$ cat src/common/ucr_pkg.sv
/*
 * Constants for one serial channel: register indices, bit positions,
 * reset values and timing counts.
 * Assumes the register port carries 8-bit data and a 4-bit index.
 */
package ucr_pkg;
	localparam int        DATA_W       = 8;
	localparam int        ADDR_W       = 4;
	localparam int        DEF_FIFO     = 64;
	localparam int        DEF_DIV_W    = 16;
	// ----------------------------------------------------------------
	// Register indices
	// ----------------------------------------------------------------
	localparam logic [3:0] REG_DATA    = 4'h0;
	localparam logic [3:0] REG_IER     = 4'h1;
	localparam logic [3:0] REG_MCR     = 4'h2;
	localparam logic [3:0] REG_FEATURE_CONTROL_REG    = 4'h3;
	localparam logic [3:0] REG_EFR     = 4'h4;
	localparam logic [3:0] REG_DIVL    = 4'h5;
	localparam logic [3:0] REG_DIVH    = 4'h6;
	localparam logic [3:0] REG_TRIG    = 4'h7;
	localparam logic [3:0] REG_HYST    = 4'h8;
	localparam logic [3:0] REG_XON     = 4'h9;
	localparam logic [3:0] REG_XOFF    = 4'ha;
	localparam logic [3:0] REG_TXLVL   = 4'hb;
	localparam logic [3:0] REG_RXLVL   = 4'hc;
	localparam logic [3:0] REG_MSR     = 4'hd;
	localparam logic [3:0] REG_LSR     = 4'he;
	// ----------------------------------------------------------------
	// Bit positions
	// ----------------------------------------------------------------
	localparam int MCR_DTR = 0, MCR_RTS = 1, MCR_OP2 = 3, MCR_IR = 6, MCR_PRE4 = 7;
	localparam int FEATURE_CONTROL_REG_RXINV = 2, FEATURE_CONTROL_REG_DIR = 3, FEATURE_CONTROL_REG_OS8 = 4;
	localparam int EFR_SWFC = 0, EFR_ARTS = 6, EFR_ACTS = 7;
	localparam int IER_RX = 0, IER_TX = 1, IER_CTS = 7;
	localparam int LSR_RXRDY = 0, LSR_OVR = 1, LSR_XOFF = 4, LSR_THRE = 5, LSR_TEMT = 6;
	// ----------------------------------------------------------------
	// Reset values
	// ----------------------------------------------------------------
	localparam logic [7:0]  RST_TRIG   = 8'h20;
	localparam logic [7:0]  RST_HYST   = 8'h08;
	localparam logic [7:0]  RST_XON    = 8'h11;
	localparam logic [7:0]  RST_XOFF   = 8'h13;
	localparam logic [15:0] RST_DIV    = 16'h0001;
	// ----------------------------------------------------------------
	// Timing
	// ----------------------------------------------------------------
	localparam logic [4:0] SAMP_16     = 5'h10;
	localparam logic [4:0] SAMP_8      = 5'h08;
	localparam logic [1:0] PRE4_LAST   = 2'h3;
	localparam logic [3:0] FRAME_BITS  = 4'ha;
	localparam int        CLK_PERIOD_NS = 50;
	localparam int        RST_MIN_NS    = 40;
	localparam int        RST_MIN_CYC   = (RST_MIN_NS + CLK_PERIOD_NS - 1) / CLK_PERIOD_NS;
	typedef enum logic {UCR_IDLE, UCR_RUN} ucr_state_t;
endpackage

$ cat src/common/ucr_core_if.sv
/*
 * Link between the channel control logic and its bit engine.
 * Assumes both ends run on the same clock.
 */
`timescale 1ns/1ps
interface ucr_core_if;
	logic [15:0] div;
	logic        pre4;
	logic        os8;
	logic        ir;
	logic        tx_valid;
	logic [7:0]  tx_data;
	logic        tx_take;
	logic        tx_busy;
	logic        tx_line;
	logic        rx_line;
	logic        rx_valid;
	logic [7:0]  rx_data;
	modport core (input div, pre4, os8, ir, tx_valid, tx_data, rx_line,
		output tx_take, tx_busy, tx_line, rx_valid, rx_data);
	modport ctl (output div, pre4, os8, ir, tx_valid, tx_data, rx_line,
		input tx_take, tx_busy, tx_line, rx_valid, rx_data);
endinterface

$ cat src/hdl/ucr_channel.sv
/*
 * One serial channel: registers, FIFOs, flow control, pins.
 * Assumes synchronous pins, one clock, and a host that issues one-cycle
 * strobes; instantiate twice for two channels.
 */
// The address-and-strobe port and the placing of the registers are this design's own decisions.
// Function
// - Software may invert the receive input ahead of the infrared decoder.
// - Auto RTS acts only with RTS asserted and auto RTS enabled.
// - CTS is a status input or gates transmit, with its own interrupt enable.
// - DSR, CD and RI are status only and steer nothing.
// - Control bit 3 set drives user output low and enables the interrupt driver.
// - Control bit 3 clear floats the interrupt output and drives user output high.
// - Reset longer than 40 ns returns every register and output to default.
// - During reset transmit stays high and receive is ignored.
// - Transmit idles high in standard mode and low in infrared mode.
// - The infrared path replaces the standard one only with control bit 6 set.
// - Two channels run independently, each with its own registers.
// - Each channel has 64-byte transmit and receive FIFOs with levels and trigger.
// - A prescaler divides the clock by 1 or 4 before the divisor.
// - Sampling is 16 or 8 baud ticks per bit, per channel.
// - Auto RTS has hysteresis; XON/XOFF characters pause and resume transmit.
// - In direction mode RTS is high for receive and low for transmit.
// - Direction returns to receive only after the last stop bit has left.
// - Direction goes to transmit as soon as a byte is loaded.
// - Direction control is off after reset, on when feature bit 3 is written 1.
`timescale 1ns/1ps
module ucr_channel
	import ucr_pkg::*;
#(
	parameter int FIFO_DEPTH = DEF_FIFO
) (
	input  wire logic                      i_clk_sys,
	input  wire logic                      i_rst,
	input  wire logic [ucr_pkg::ADDR_W-1:0] i_addr,
	input  wire logic [ucr_pkg::DATA_W-1:0] i_wdata,
	input  wire logic                      i_wr,
	input  wire logic                      i_rd,
	output logic      [ucr_pkg::DATA_W-1:0] o_rdata,
	input  wire logic                      i_serial_rx_in,
	output logic                           o_serial_tx_out,
	output logic                           o_request_to_send_n,
	input  wire logic                      i_clear_to_send_n,
	output logic                           o_terminal_ready_n,
	input  wire logic                      i_data_set_ready_n,
	input  wire logic                      i_carrier_detect_n,
	input  wire logic                      i_ring_indicator_n,
	output logic                           o_user_output_two_n,
	output logic                           o_channel_irq,
	output logic                           o_channel_irq_oe
);
	import ucr_pkg::*;
	localparam int PW = $clog2(FIFO_DEPTH);
	localparam int CW = PW + 1;

	if (FIFO_DEPTH != 2 ** PW || FIFO_DEPTH < 2 || FIFO_DEPTH > 128) begin : g_chk
		$error("FIFO_DEPTH must be a power of two from 2 to 128");
	end

	// Each instance holds its own registers and FIFOs, so channels never share state.
	ucr_core_if cif ();

	ucr_core u_core (
		.i_clk_sys (i_clk_sys),
		.i_rst     (i_rst),
		.bus       (cif.core)
	);

	// ----------------------------------------------------------------
	// Control registers
	// ----------------------------------------------------------------
	logic [7:0]  ier_q, ier_d, mcr_q, mcr_d, feature_control_reg_q, feature_control_reg_d, efr_q, efr_d;
	logic [7:0]  trig_q, trig_d, hyst_q, hyst_d, xon_q, xon_d, xoff_q, xoff_d;
	logic [15:0] div_q, div_d;
	logic        wr_data, rd_data, rd_msr, rd_lsr;

	always_comb begin
		ier_d   = ier_q;
		mcr_d   = mcr_q;
		feature_control_reg_d  = feature_control_reg_q;
		efr_d   = efr_q;
		trig_d  = trig_q;
		hyst_d  = hyst_q;
		xon_d   = xon_q;
		xoff_d  = xoff_q;
		div_d   = div_q;
		wr_data = i_wr && i_addr == REG_DATA;
		rd_data = i_rd && i_addr == REG_DATA;
		rd_msr  = i_rd && i_addr == REG_MSR;
		rd_lsr  = i_rd && i_addr == REG_LSR;
		if (i_wr) begin
			case (i_addr)
				REG_IER:  ier_d = i_wdata;
				REG_MCR:  mcr_d = i_wdata;
				REG_FEATURE_CONTROL_REG: feature_control_reg_d = i_wdata;
				REG_EFR:  efr_d = i_wdata;
				REG_DIVL: div_d[7:0] = i_wdata;
				REG_DIVH: div_d[15:8] = i_wdata;
				REG_TRIG: trig_d = i_wdata;
				REG_HYST: hyst_d = i_wdata;
				REG_XON:  xon_d = i_wdata;
				REG_XOFF: xoff_d = i_wdata;
				default:  ier_d = ier_q;
			endcase
		end
	end

	always_ff @(posedge i_clk_sys) begin
		if (i_rst) begin
			ier_q  <= 8'h00;
			mcr_q  <= 8'h00;
			feature_control_reg_q <= 8'h00;
			efr_q  <= 8'h00;
			trig_q <= RST_TRIG;
			hyst_q <= RST_HYST;
			xon_q  <= RST_XON;
			xoff_q <= RST_XOFF;
			div_q  <= RST_DIV;
		end else begin
			ier_q  <= ier_d;
			mcr_q  <= mcr_d;
			feature_control_reg_q <= feature_control_reg_d;
			efr_q  <= efr_d;
			trig_q <= trig_d;
			hyst_q <= hyst_d;
			xon_q  <= xon_d;
			xoff_q <= xoff_d;
			div_q  <= div_d;
		end
	end

	// ----------------------------------------------------------------
	// FIFOs and flow state
	// ----------------------------------------------------------------
	logic [7:0]    txm [FIFO_DEPTH];
	logic [7:0]    rxm [FIFO_DEPTH];
	logic [PW-1:0] twp_q, twp_d, trp_q, trp_d, rwp_q, rwp_d, rrp_q, rrp_d;
	logic [CW-1:0] tcnt_q, tcnt_d, rcnt_q, rcnt_d;
	logic          tpush, rpush, rpop, ctl_char;
	logic          ovr_q, ovr_d, paused_q, paused_d, rts_ok_q, rts_ok_d;
	logic          dir_q, dir_d, cts_prev_q, dcts_q, dcts_d, cts_ok;
	logic [8:0]    rlvl, rlow;

	always_comb begin
		tpush    = wr_data && tcnt_q != CW'(FIFO_DEPTH);
		ctl_char = efr_q[EFR_SWFC] && (cif.rx_data == xon_q || cif.rx_data == xoff_q);
		rpush    = cif.rx_valid && !ctl_char && rcnt_q != CW'(FIFO_DEPTH);
		rpop     = rd_data && rcnt_q != '0;
		twp_d    = tpush ? twp_q + PW'(1) : twp_q;
		trp_d    = cif.tx_take ? trp_q + PW'(1) : trp_q;
		rwp_d    = rpush ? rwp_q + PW'(1) : rwp_q;
		rrp_d    = rpop ? rrp_q + PW'(1) : rrp_q;
		tcnt_d   = tcnt_q + CW'(tpush) - CW'(cif.tx_take);
		rcnt_d   = rcnt_q + CW'(rpush) - CW'(rpop);
		// A character arriving to a full FIFO is lost; the flag records it.
		ovr_d    = (cif.rx_valid && !ctl_char && !rpush) || (ovr_q && !rd_lsr);
		paused_d = paused_q;
		if (!efr_q[EFR_SWFC]) begin
			paused_d = 1'b0;
		end else if (cif.rx_valid && cif.rx_data == xoff_q) begin
			paused_d = 1'b1;
		end else if (cif.rx_valid && cif.rx_data == xon_q) begin
			paused_d = 1'b0;
		end
		rlvl     = 9'(rcnt_q);
		rlow     = rlvl + {1'b0, hyst_q};
		rts_ok_d = rts_ok_q;
		if (rlvl >= {1'b0, trig_q}) begin
			rts_ok_d = 1'b0;
		end else if (rlow <= {1'b0, trig_q}) begin
			rts_ok_d = 1'b1;
		end
		dir_d = dir_q;
		if (tpush || cif.tx_take) begin
			dir_d = 1'b0;
		end else if (tcnt_q == '0 && !cif.tx_busy) begin
			dir_d = 1'b1;
		end
		dcts_d = (cts_prev_q != i_clear_to_send_n) || (dcts_q && !rd_msr);
		cts_ok = !efr_q[EFR_ACTS] || !i_clear_to_send_n;
		cif.tx_valid = tcnt_q != '0 && cts_ok && !paused_q;
		cif.tx_data  = txm[trp_q];
		cif.div      = div_q;
		cif.pre4     = mcr_q[MCR_PRE4];
		cif.os8      = feature_control_reg_q[FEATURE_CONTROL_REG_OS8];
		cif.ir       = mcr_q[MCR_IR];
	end

	always_ff @(posedge i_clk_sys) begin
		if (tpush) begin
			txm[twp_q] <= i_wdata;
		end
		if (rpush) begin
			rxm[rwp_q] <= cif.rx_data;
		end
	end

	always_ff @(posedge i_clk_sys) begin
		if (i_rst) begin
			twp_q      <= '0;
			trp_q      <= '0;
			rwp_q      <= '0;
			rrp_q      <= '0;
			tcnt_q     <= '0;
			rcnt_q     <= '0;
			ovr_q      <= 1'b0;
			paused_q   <= 1'b0;
			rts_ok_q   <= 1'b1;
			dir_q      <= 1'b1;
			cts_prev_q <= 1'b1;
			dcts_q     <= 1'b0;
		end else begin
			twp_q      <= twp_d;
			trp_q      <= trp_d;
			rwp_q      <= rwp_d;
			rrp_q      <= rrp_d;
			tcnt_q     <= tcnt_d;
			rcnt_q     <= rcnt_d;
			ovr_q      <= ovr_d;
			paused_q   <= paused_d;
			rts_ok_q   <= rts_ok_d;
			dir_q      <= dir_d;
			cts_prev_q <= i_clear_to_send_n;
			dcts_q     <= dcts_d;
		end
	end

	// ----------------------------------------------------------------
	// Read data and pins
	// ----------------------------------------------------------------
	logic [7:0] rdata_d, msr, lsr;
	logic       rxl_d, rxl_q, tx_d, rts_d, irq_d;

	always_comb begin
		// Modem inputs are reported here; CTS is also used elsewhere, to gate transmit and raise its interrupt.
		msr = {!i_carrier_detect_n, !i_ring_indicator_n, !i_data_set_ready_n,
			!i_clear_to_send_n, 3'h0, dcts_q};
		lsr = 8'h00;
		lsr[LSR_RXRDY] = rcnt_q != '0;
		lsr[LSR_OVR]   = ovr_q;
		lsr[LSR_XOFF]  = paused_q;
		lsr[LSR_THRE]  = tcnt_q == '0;
		lsr[LSR_TEMT]  = tcnt_q == '0 && !cif.tx_busy;
		rdata_d = 8'h00;
		if (i_rd) begin
			case (i_addr)
				REG_DATA:  rdata_d = rcnt_q != '0 ? rxm[rrp_q] : 8'h00;
				REG_IER:   rdata_d = ier_q;
				REG_MCR:   rdata_d = mcr_q;
				REG_FEATURE_CONTROL_REG:  rdata_d = feature_control_reg_q;
				REG_EFR:   rdata_d = efr_q;
				REG_DIVL:  rdata_d = div_q[7:0];
				REG_DIVH:  rdata_d = div_q[15:8];
				REG_TRIG:  rdata_d = trig_q;
				REG_HYST:  rdata_d = hyst_q;
				REG_XON:   rdata_d = xon_q;
				REG_XOFF:  rdata_d = xoff_q;
				REG_TXLVL: rdata_d = 8'(tcnt_q);
				REG_RXLVL: rdata_d = 8'(rcnt_q);
				REG_MSR:   rdata_d = msr;
				REG_LSR:   rdata_d = lsr;
				default:   rdata_d = 8'h00;
			endcase
		end
		// In infrared mode the pin idles low; the option flips it first.
		rxl_d = mcr_q[MCR_IR] ? !(i_serial_rx_in ^ feature_control_reg_q[FEATURE_CONTROL_REG_RXINV]) : i_serial_rx_in;
		cif.rx_line = rxl_q;
		tx_d = cif.tx_line;
		if (feature_control_reg_q[FEATURE_CONTROL_REG_DIR]) begin
			rts_d = dir_q;
		end else begin
			rts_d = !(mcr_q[MCR_RTS] && (!efr_q[EFR_ARTS] || rts_ok_q));
		end
		irq_d = (ier_q[IER_RX] && lsr[LSR_RXRDY]) || (ier_q[IER_TX] && lsr[LSR_TEMT])
			|| (ier_q[IER_CTS] && dcts_q);
	end

	always_ff @(posedge i_clk_sys) begin
		if (i_rst) begin
			o_rdata             <= 8'h00;
			rxl_q               <= 1'b1;
			o_serial_tx_out     <= 1'b1;
			o_request_to_send_n <= 1'b1;
			o_terminal_ready_n  <= 1'b1;
			o_user_output_two_n <= 1'b1;
			o_channel_irq       <= 1'b0;
			o_channel_irq_oe    <= 1'b0;
		end else begin
			o_rdata             <= rdata_d;
			rxl_q               <= rxl_d;
			o_serial_tx_out     <= tx_d;
			o_request_to_send_n <= rts_d;
			o_terminal_ready_n  <= !mcr_q[MCR_DTR];
			o_user_output_two_n <= !mcr_q[MCR_OP2];
			o_channel_irq       <= irq_d;
			o_channel_irq_oe    <= mcr_q[MCR_OP2];
		end
	end
endmodule

$ cat src/hdl/ucr_core.sv
/*
 * Bit engine: prescaler, divisor, transmit shifter and receive sampler.
 * Assumes rx_line is already registered and in idle-high polarity.
 */
`timescale 1ns/1ps
module ucr_core
	import ucr_pkg::*;
(
	input  wire logic  i_clk_sys,
	input  wire logic  i_rst,
	ucr_core_if.core   bus
);
	import ucr_pkg::*;
	// ----------------------------------------------------------------
	// Baud ticks
	// ----------------------------------------------------------------
	logic [1:0]  pre_q, pre_d;
	logic [15:0] dcnt_q, dcnt_d;
	logic        tick;
	logic        pre_en;
	logic [4:0]  nsb;
	ucr_state_t  txs_q, txs_d, rxs_q, rxs_d;
	logic [9:0]  tsh_q, tsh_d;
	logic [3:0]  tbit_q, tbit_d, rbit_q, rbit_d;
	logic [4:0]  tsmp_q, tsmp_d, rsmp_q, rsmp_d;
	logic [7:0]  rsh_q, rsh_d;
	logic        mid_q, mid_d, zero_q, zero_d, rv_q, rv_d;
	logic        bitv;

	always_comb begin
		nsb    = bus.os8 ? SAMP_8 : SAMP_16;
		pre_en = !bus.pre4 || pre_q == PRE4_LAST;
		pre_d  = bus.pre4 ? pre_q + 2'h1 : 2'h0;
		tick   = pre_en && (dcnt_q >= bus.div - 16'h0001);
		dcnt_d = !pre_en ? dcnt_q : (tick ? 16'h0000 : dcnt_q + 16'h0001);
	end

	// ----------------------------------------------------------------
	// Transmitter
	// ----------------------------------------------------------------
	always_comb begin
		txs_d       = txs_q;
		tsh_d       = tsh_q;
		tbit_d      = tbit_q;
		tsmp_d      = tsmp_q;
		bus.tx_take = 1'b0;
		case (txs_q)
			UCR_IDLE: begin
				if (bus.tx_valid) begin
					bus.tx_take = 1'b1;
					tsh_d  = {1'b1, bus.tx_data, 1'b0};
					tbit_d = 4'h0;
					tsmp_d = 5'h00;
					txs_d  = UCR_RUN;
				end
			end
			UCR_RUN: begin
				if (tick) begin
					tsmp_d = tsmp_q + 5'h01;
					if (tsmp_q == nsb - 5'h01) begin
						tsmp_d = 5'h00;
						tsh_d  = {1'b1, tsh_q[9:1]};
						tbit_d = tbit_q + 4'h1;
						if (tbit_q == FRAME_BITS - 4'h1) begin
							txs_d = UCR_IDLE;
						end
					end
				end
			end
			default: txs_d = UCR_IDLE;
		endcase
		bus.tx_busy = txs_q == UCR_RUN;
		if (bus.ir) begin
			bus.tx_line = bus.tx_busy && !tsh_q[0] && tsmp_q[4:2] == 3'h0;
		end else begin
			bus.tx_line = !bus.tx_busy || tsh_q[0];
		end
	end

	// ----------------------------------------------------------------
	// Receiver
	// ----------------------------------------------------------------
	always_comb begin
		rxs_d  = rxs_q;
		rbit_d = rbit_q;
		rsmp_d = rsmp_q;
		rsh_d  = rsh_q;
		mid_d  = mid_q;
		zero_d = zero_q;
		rv_d   = 1'b0;
		bitv   = bus.ir ? !zero_q : mid_q;
		case (rxs_q)
			UCR_IDLE: begin
				if (tick && !bus.rx_line) begin
					rxs_d  = UCR_RUN;
					rbit_d = 4'h0;
					rsmp_d = 5'h01;
					zero_d = 1'b1;
					mid_d  = 1'b0;
				end
			end
			UCR_RUN: begin
				if (tick) begin
					rsmp_d = rsmp_q + 5'h01;
					zero_d = zero_q || !bus.rx_line;
					if (rsmp_q == {1'b0, nsb[4:1]}) begin
						mid_d = bus.rx_line;
					end
					if (rsmp_q == nsb - 5'h01) begin
						rsmp_d = 5'h00;
						zero_d = 1'b0;
						rbit_d = rbit_q + 4'h1;
						if (rbit_q == 4'h0 && bitv) begin
							rxs_d = UCR_IDLE;
						end else if (rbit_q == FRAME_BITS - 4'h1) begin
							rxs_d = UCR_IDLE;
							rv_d  = bitv;
						end else if (rbit_q != 4'h0) begin
							rsh_d = {bitv, rsh_q[7:1]};
						end
					end
				end
			end
			default: rxs_d = UCR_IDLE;
		endcase
		bus.rx_valid = rv_q;
		bus.rx_data  = rsh_q;
	end

	always_ff @(posedge i_clk_sys) begin
		if (i_rst) begin
			pre_q  <= 2'h0;
			dcnt_q <= 16'h0000;
			txs_q  <= UCR_IDLE;
			tsh_q  <= 10'h3ff;
			tbit_q <= 4'h0;
			tsmp_q <= 5'h00;
			rxs_q  <= UCR_IDLE;
			rbit_q <= 4'h0;
			rsmp_q <= 5'h00;
			rsh_q  <= 8'h00;
			mid_q  <= 1'b1;
			zero_q <= 1'b0;
			rv_q   <= 1'b0;
		end else begin
			pre_q  <= pre_d;
			dcnt_q <= dcnt_d;
			txs_q  <= txs_d;
			tsh_q  <= tsh_d;
			tbit_q <= tbit_d;
			tsmp_q <= tsmp_d;
			rxs_q  <= rxs_d;
			rbit_q <= rbit_d;
			rsmp_q <= rsmp_d;
			rsh_q  <= rsh_d;
			mid_q  <= mid_d;
			zero_q <= zero_d;
			rv_q   <= rv_d;
		end
	end
endmodule

$ cat config.mk
export PLATFORM = sky130hd
export DESIGN_NAME = ucr_channel
export DESIGN_NICKNAME = d
export VERILOG_FILES = /design/src/common/ucr_pkg.sv /design/src/common/ucr_core_if.sv /design/src/hdl/ucr_channel.sv /design/src/hdl/ucr_core.sv
export SDC_FILE = /design/constraint.sdc
export NUM_CORES = 1
export LEC_CHECK = 0
export ABC_AREA = 1
export BUFFER_PORTS_ARGS = -buffer_cell sky130_fd_sc_hd__buf_2
export CAP_MARGIN = 20
export CORE_MARGIN = 3
export CORE_UTILIZATION = 36
export DETAILED_ROUTE_END_ITERATION = 8
export SLEW_MARGIN = 10
export SYNTH_ARGS = -nofsm -noshare
export SYNTH_HDL_FRONTEND = slang
export SYNTH_SLANG_ARGS = --single-unit
$ cat constraint.sdc
create_clock -name i_clk_sys -period 4.3 [get_ports i_clk_sys]
set_input_delay 0.86 -clock i_clk_sys [delete_from_list [all_inputs] [get_ports i_clk_sys]]
set_output_delay 0.86 -clock i_clk_sys [all_outputs]
set_load 0.01 [all_outputs]
==> results of run 1 <==
-- stage by stage --
step | utilization (%) | cells | setup slack [ps]
final | 40.6 | 7047 | 991
after global routing | 40.6 | 7047 | 498
after CTS | 40.6 | 7047 | 973
after detailed placement | 38.0 | 6826 | 639
after global placement | 38.0 | 6826 | 544
after floorplan | - | 5045 | 706
-- synth_stat cells (4+ instances only) --
library cell,number
nor3_2,5
o21bai_1,6
nor2_2,11
xor2_1,35
edfxtp_1,1024
buf_2,103
nand4_1,15
inv_1,217
o21ai_0,116
inv_2,9
nor4_1,5
o22ai_1,30
nand2_4,11
nand3_1,956
xnor2_1,12
dfxtp_1,209
a21oi_1,165
buf_1,53
clkbuf_1,70
nor2_4,7
nand2_2,12
buf_6,14
o2111ai_1,9
nor3_1,22
or2_2,4
nor2_1,256
buf_4,23
nor3b_1,5
o211ai_1,5
ha_1,72
nand2_1,1531
-- layer usage --
layer / vias to the layer above / wire length, um / track usage [%]
met5: - / 10 / 0
met4: 2 / 4440 / 6.49
met3: 260 / 10100 / 3.03
met2: 1346 / 61700 / 27.2
met1: 17500 / 60600 / 25.2
li1: 17400 / - / -
-- layout by cell type, fill, tap and decap left out, types with 11 or more instances in the layout --
cell,n
nand2_4,11
buf_2,28
xnor2_1,12
inv_1,214
nor2_1,256
nand2_1,1531
nor3_1,22
dfxtp_1,195
clkinv_2,21
buf_4,102
nand2_2,12
clkbuf_1,32
buf_12,11
xor2_1,35
nor2_2,11
edfxtp_1,1024
nand4_1,15
nand3_1,956
o21ai_0,116
ha_1,72
clkinv_1,21
a21oi_1,165
o22ai_1,30
clkbuf_16,119
-- worst max-delay path: stages, from the launching register on --
cell and delay, ps:
dfxtp_2 590, inv_1 110, nand2_1 70, nand4_1 90, nor3_1 150, nand2_1 90, nand2_1 80, nand2_2 110
nand3_4 170, ha_1 260, inv_1 60, ha_1 160, inv_1 60, fa_1 410, o21ai_0 180, a21oi_1 120
nor2_1 100, nor2_1 40, o21bai_1 140, o21ai_0 90, a21oi_1 150
-- power by group through the flow --
stage / Combinational (W) / Clock, W / Sequential (W)
2_1_floorplan: 0.00320 / 0 / 0.0133
3_3_place_gp: 0.00450 / 0 / 0.0135
3_5_place_dp: 0.00454 / 0 / 0.0135
4_1_cts: 0.00455 / 0.0105 / 0.0132
5_1_grt: 0.00512 / 0.0109 / 0.0132
6_report: 0.00458 / 0.0103 / 0.0132
-- cells by family (layout without fill, tap and decap cells) --
group,count (synthesis),count (layout),synth area share (%)
simple gates,2852,2852,23.4
buf+inv,492,591,4.13
flops,1233,1233,66.3
compound gates,346,346,3.57
xor+xnor,47,47,0.781
fa+ha+maj,75,75,1.82
-- final timing paths --
kind	startpoint	endpoint	slack [ps]	depth (start not counted)
max	u_core.bus.rx_data[2]	rcnt_q[6]	990	20
min	mcr_q[0]	o_terminal_ready_n	390	1
max reg2reg	u_core.bus.rx_data[2]	rcnt_q[6]	990	20
min reg2reg	mcr_q[0]	o_terminal_ready_n	390	1
-- layout make-up --
type | instances | area share (%)
clock buffer | 155 | 5.37
clock inverter | 66 | 1.10
inverter | 229 | 1.51
multi-input combinational | 3320 | 26.5
sequential | 1233 | 59.5
tap | 1903 | 4.05
timing repair buffer | 141 | 1.92
-- sequential cells by signal, summed over array words and instances (netlist names), 6 cells and up, named ones only --
signal and flops:
rxm 512, txm 512, cif.div 16, u_core.dcnt_q 16, u_core.tsh_q 9, efr_q 8
feature_control_reg_q 8, hyst_q 8, ier_q 8, mcr_q 8, o_rdata 8, trig_q 8
u_core.bus.rx_data 8, xoff_q 8, xon_q 8, rcnt_q 7, tcnt_q 7, rrp_q 6
rwp_q 6, trp_q 6, twp_q 6
==> results.py, run 1 <==
metrics = {
    "outcome": {
        "status": "completed",
    },
    "sta": {
        "finalHoldViolations": 0,
        "setup-tns-final_ps": 0,
        "whs_ps": 395,
        "worstMarginPinSlew_ps": 1120,
        "min_period_ps": 3310,
        "rsz0062_at_grt": "no",
        "fin_crit_sh_pct": 77.0,
        "fmax_ghz": 0.302,
        "drv_slew": 0,
        "relSlewSlack_pct": 25.5,
        "setup_violations": 0,
        "fin_skew_ps": 28.1,
    },
    "finish": {
        "n_antenna_cell": 0,
        "seq_area_um2": 35000,
        "final_area_um2": 58700,
        "layout-drive-gt1-share_pct": 7.70,
        "multi_input_area_um2": 15600,
        "areaGrowthSynthToFinish_pct": 11.5,
        "nets": 5138,
        "fillers": 13800,
    },
    "route": {
        "num_vias": 36400,
        "routed_wl_mm": 137,
        "wl_per_cell_um": 19.4,
        "first_pass_iters": 5,
        "via_per_inst": 5.17,
        "drc": 0,
        "drt_iter0_drc": 3303,
        "antenna_left": 0,
    },
    "place": {
        "port_buffers": 34,
        "place_hpwl_mm": 82.2,
        "routabilityCongestion": 0.878,
        "placed_area_um2": 54900,
    },
    "synth": {
        "synth_top_area_share_pct": 58.4,
        "syn_inst": 5045,
        "synth_area_leaders": "edfxtp_1, nand2_1, nand3_1",
        "yosys.area.top_type": "edfxtp_1",
        "ys_seq_area_share_pct": 66.3,
        "ys_seq_elements": 1233,
        "avgSynthCellArea_um2": 10.4,
        "syn-cell-area_um2": 52700,
        "syn-num-nets": 5141,
        "synth.distinct_cells": 50,
        "synth_flop_cell": "edfxtp_1",
        "synth-edff-count": 1024,
        "async_flop_share_pct": 0,
        "yosys_warnings": 0,
    },
    "clock_tree": {
        "clk_latency_ps": 720,
        "clock_path_buffers": 3,
        "cts-root-buf": "clkbuf_16",
        "cts_buffers": 117,
        "htree_num_levels": 3,
        "post_cts_buffers": 0,
        "clock-sinks": 1233,
        "ctsHoldBuffers": 0,
        "clk_pin_slew_worst_paths_ps": 60,
        "cts-resized-gates": 0,
        "cts_tree": "yes",
    },
    "floorplanning": {
        "dieArea_um2": 151000,
        "fp.dieW_um": 389,
        "pin_count": 35,
        "initial_core_util_pct": 36.4,
        "fp.coreArea_um2": 145000,
        "num_rows": 139,
        "fp.dieH_um": 389,
    },
    "flow_run": {
        "maxCapViolCount": 0,
    },
    "power_and_ir_drop": {
        "p_int_w": 0.0201,
        "finalPower_w": 0.0281,
        "p_per_area_nw_per_um2": 478,
        "p_sw_w": 0.00798,
        "leakage_nw": 21.4,
        "power.ir.vdd_worst_uv": 355,
        "p_comb_share_pct": 16.3,
        "p_seq_share_pct": 47.1,
        "pwr-share-clk_pct": 36.6,
        "sw_frac_of_total_pct": 28.4,
    },
    "global_routing": {
        "antenna_found_initial": 2,
        "grt_usage_pct": 17.7,
        "grt_max_degree": 183,
        "grt_pass1_vias": 34500,
        "grt_pass1_wl_mm": 209,
        "overflow": 0,
    },
    "critical_path": {
        "setup.worst_path.class": "reg2reg",
        "setup.worst_path.end_class": "flop",
        "cp-start-kind": "flop",
        "path_max_fanout": 20,
        "arrival_ps": 3950,
        "worstPathRequired_ps": 4940,
    },
    "min_path": {
        "hp-class": "reg2reg",
    },
}
Note: power is estimated with default switching activity, not from simulation.
==> inputs of run 2 (changes only) <==
Clock period 4.3 ns to 3.4 ns, I/O delays scaled along.
==> results.py, run 2 (synthesized netlist as in run 1, its figures left out) <==
metrics = {
    "place": {
        "port_buffers": 34,
        "routabilityCongestion": 0.895,
        "place_hpwl_mm": 82.5,
    },
    "finish": {
        "final_cell_mix": "nand2_1, edfxtp_1, nand3_1",
        "largestRegisters": "rxm (512), txm (512)",
        "areaGrowthSynthToFinish_pct": 13.1,
        "layout-drive-gt1-share_pct": 9.33,
        "n_antenna_cell": 0,
        "layout_commonest_cell": "nand2_1",
        "nets": 5203,
        "final_core_util_pct": 41.2,
    },
    "floorplanning": {
        "pin_count": 35,
        "initial_core_util_pct": 36.4,
        "fp.dieH_um": 389,
        "dieArea_um2": 151000,
        "fp.dieW_um": 389,
        "fp.coreArea_um2": 145000,
        "num_rows": 139,
    },
    "critical_path": {
        "worstPathRequired_ps": 4040,
        "crit_top_cell": "nand2_1",
        "arrival_ps": 3750,
        "setup.worst_path.end_class": "flop",
        "path_max_fanout": 7,
        "setup.worst_path.class": "reg2reg",
        "cp_slowest_cell": "dfxtp_1",
        "cp-start-kind": "flop",
        "cpPeakStageDelay_ps": 300,
        "crit_chain": "inv_1, nand4_1, nor3_2, nand2_1, nor3_2, nand3_1, xor2_1, inv_1, ha_1, nand2_1, nor3_1, nand2_1, nand2_2, nand2_4, nor2_4, buf_4, buf_4, nand2_1, a21oi_1",
    },
    "route": {
        "via_per_inst": 5.18,
        "routed_wl_mm": 138,
        "wl_per_cell_um": 19.4,
        "drt_iter0_drc": 3727,
        "drc": 0,
        "antenna_left": 0,
        "num_vias": 36800,
        "first_pass_iters": 6,
    },
    "sta": {
        "min_period_ps": 3110,
        "setup_violations": 0,
        "worstMarginPinSlew_ps": 1170,
        "fin_skew_ps": 33.5,
        "drv_slew": 0,
        "fmax_ghz": 0.321,
        "fin_crit_sh_pct": 91.6,
        "finalHoldViolations": 0,
        "setup-tns-final_ps": 0,
        "relSlewSlack_pct": 21.9,
    },
    "clock_tree": {
        "htree_num_levels": 3,
        "clk_pin_slew_worst_paths_ps": 70,
        "clock_path_buffers": 3,
        "cts_buffers": 116,
        "cts-root-buf": "clkbuf_16",
        "ctsHoldBuffers": 0,
        "clk_latency_ps": 720,
        "clock-sinks": 1233,
        "cts_tree": "yes",
    },
    "global_routing": {
        "grt_usage_pct": 17.8,
        "grt_max_degree": 185,
        "antenna_found_initial": 1,
        "overflow": 0,
        "grt_pass1_wl_mm": 210,
        "grt_pass1_vias": 34500,
    },
    "power_and_ir_drop": {
        "p_per_area_nw_per_um2": 609,
        "leakage_nw": 22.0,
        "power.ir.vdd_worst_uv": 910,
    },
    "flow_run": {
        "maxCapViolCount": 0,
    },
    "min_path": {
        "hp-class": "in2reg",
    },
    "outcome": {
        "status": "completed",
    },
}
[run 2: critical path: cells and delay by family (launching register included)]
kind	cells	cell delay [ps]
AOI/OAI and AO/OA	1	120
xor gates and xnor gates	1	140
adders and majority gates	1	290
buffers and inverters	4	430
DFF	1	300
and+or+nand+nor	12	1760
[run 2: layout make-up]
type                            instances  area (um2)
Fill cell                           13700       84900
Clock buffer                          138        3140
Tap cell                             1903        2380
Timing Repair Buffer                  207        1700
Multi-Input combinational cell       3320       15600
Clock inverter                         80         952
Sequential cell                      1233       35000
Inverter                              229         885
[run 2: path summary, 6_finish.rpt]
| path | slack [ps] | start | cells after the start | endpoint |
|---|---|---|---|---|
| worst max register to register | 290 | cif.div[8] | 19 | u_core.rsmp_q[2] |
| worst min-delay path | 230 | i_clear_to_send_n | 2 | cts_prev_q |
| worst min register to register | 390 | mcr_q[0] | 1 | o_terminal_ready_n |
| worst max-delay path | 290 | cif.div[8] | 19 | u_core.rsmp_q[2] |
[run 2: timing repair]
item | CTS | global route
endpoints found under the setup margin | 0 | 47
setup buffers | 0 | 6
resized for setup | 0 | 5
[run 2: power breakdown]
part	switching [W]	total (W)	internal, W
Combinational	0.00421	0.00596	0.00175
Clock	0.00577	0.0138	0.00799
Sequential	0.000171	0.0166	0.0164
Total	0.0102	0.0363	0.0262
[run 2: per-stage QoR]
step	power (W)	setup WS (ps)	std cells	hold WS, ps	cell area (um2)
floorplan	0.0209	225	5045	366	52700
detailed placement	0.0228	182	6886	381	55500
CTS	0.0365	169	7104	185	59500
global placement	0.0228	173	6886	382	55500
finish	0.0363	287	7110	230	59600
global route	0.0378	-7.43	7110	213	59600
[run 2: per-layer routing]
| layer | track usage [%] | vias up | share of wire [%] |
|---|---|---|---|
| li1 | - | 17500 | - |
| met1 | 25.8 | 17800 | 45 |
| met2 | 27.5 | 1314 | 45 |
| met3 | 2.58 | 214 | 7.4 |
| met4 | 5.40 | 0 | 2.5 |
| met5 | 0 | - | 0 |
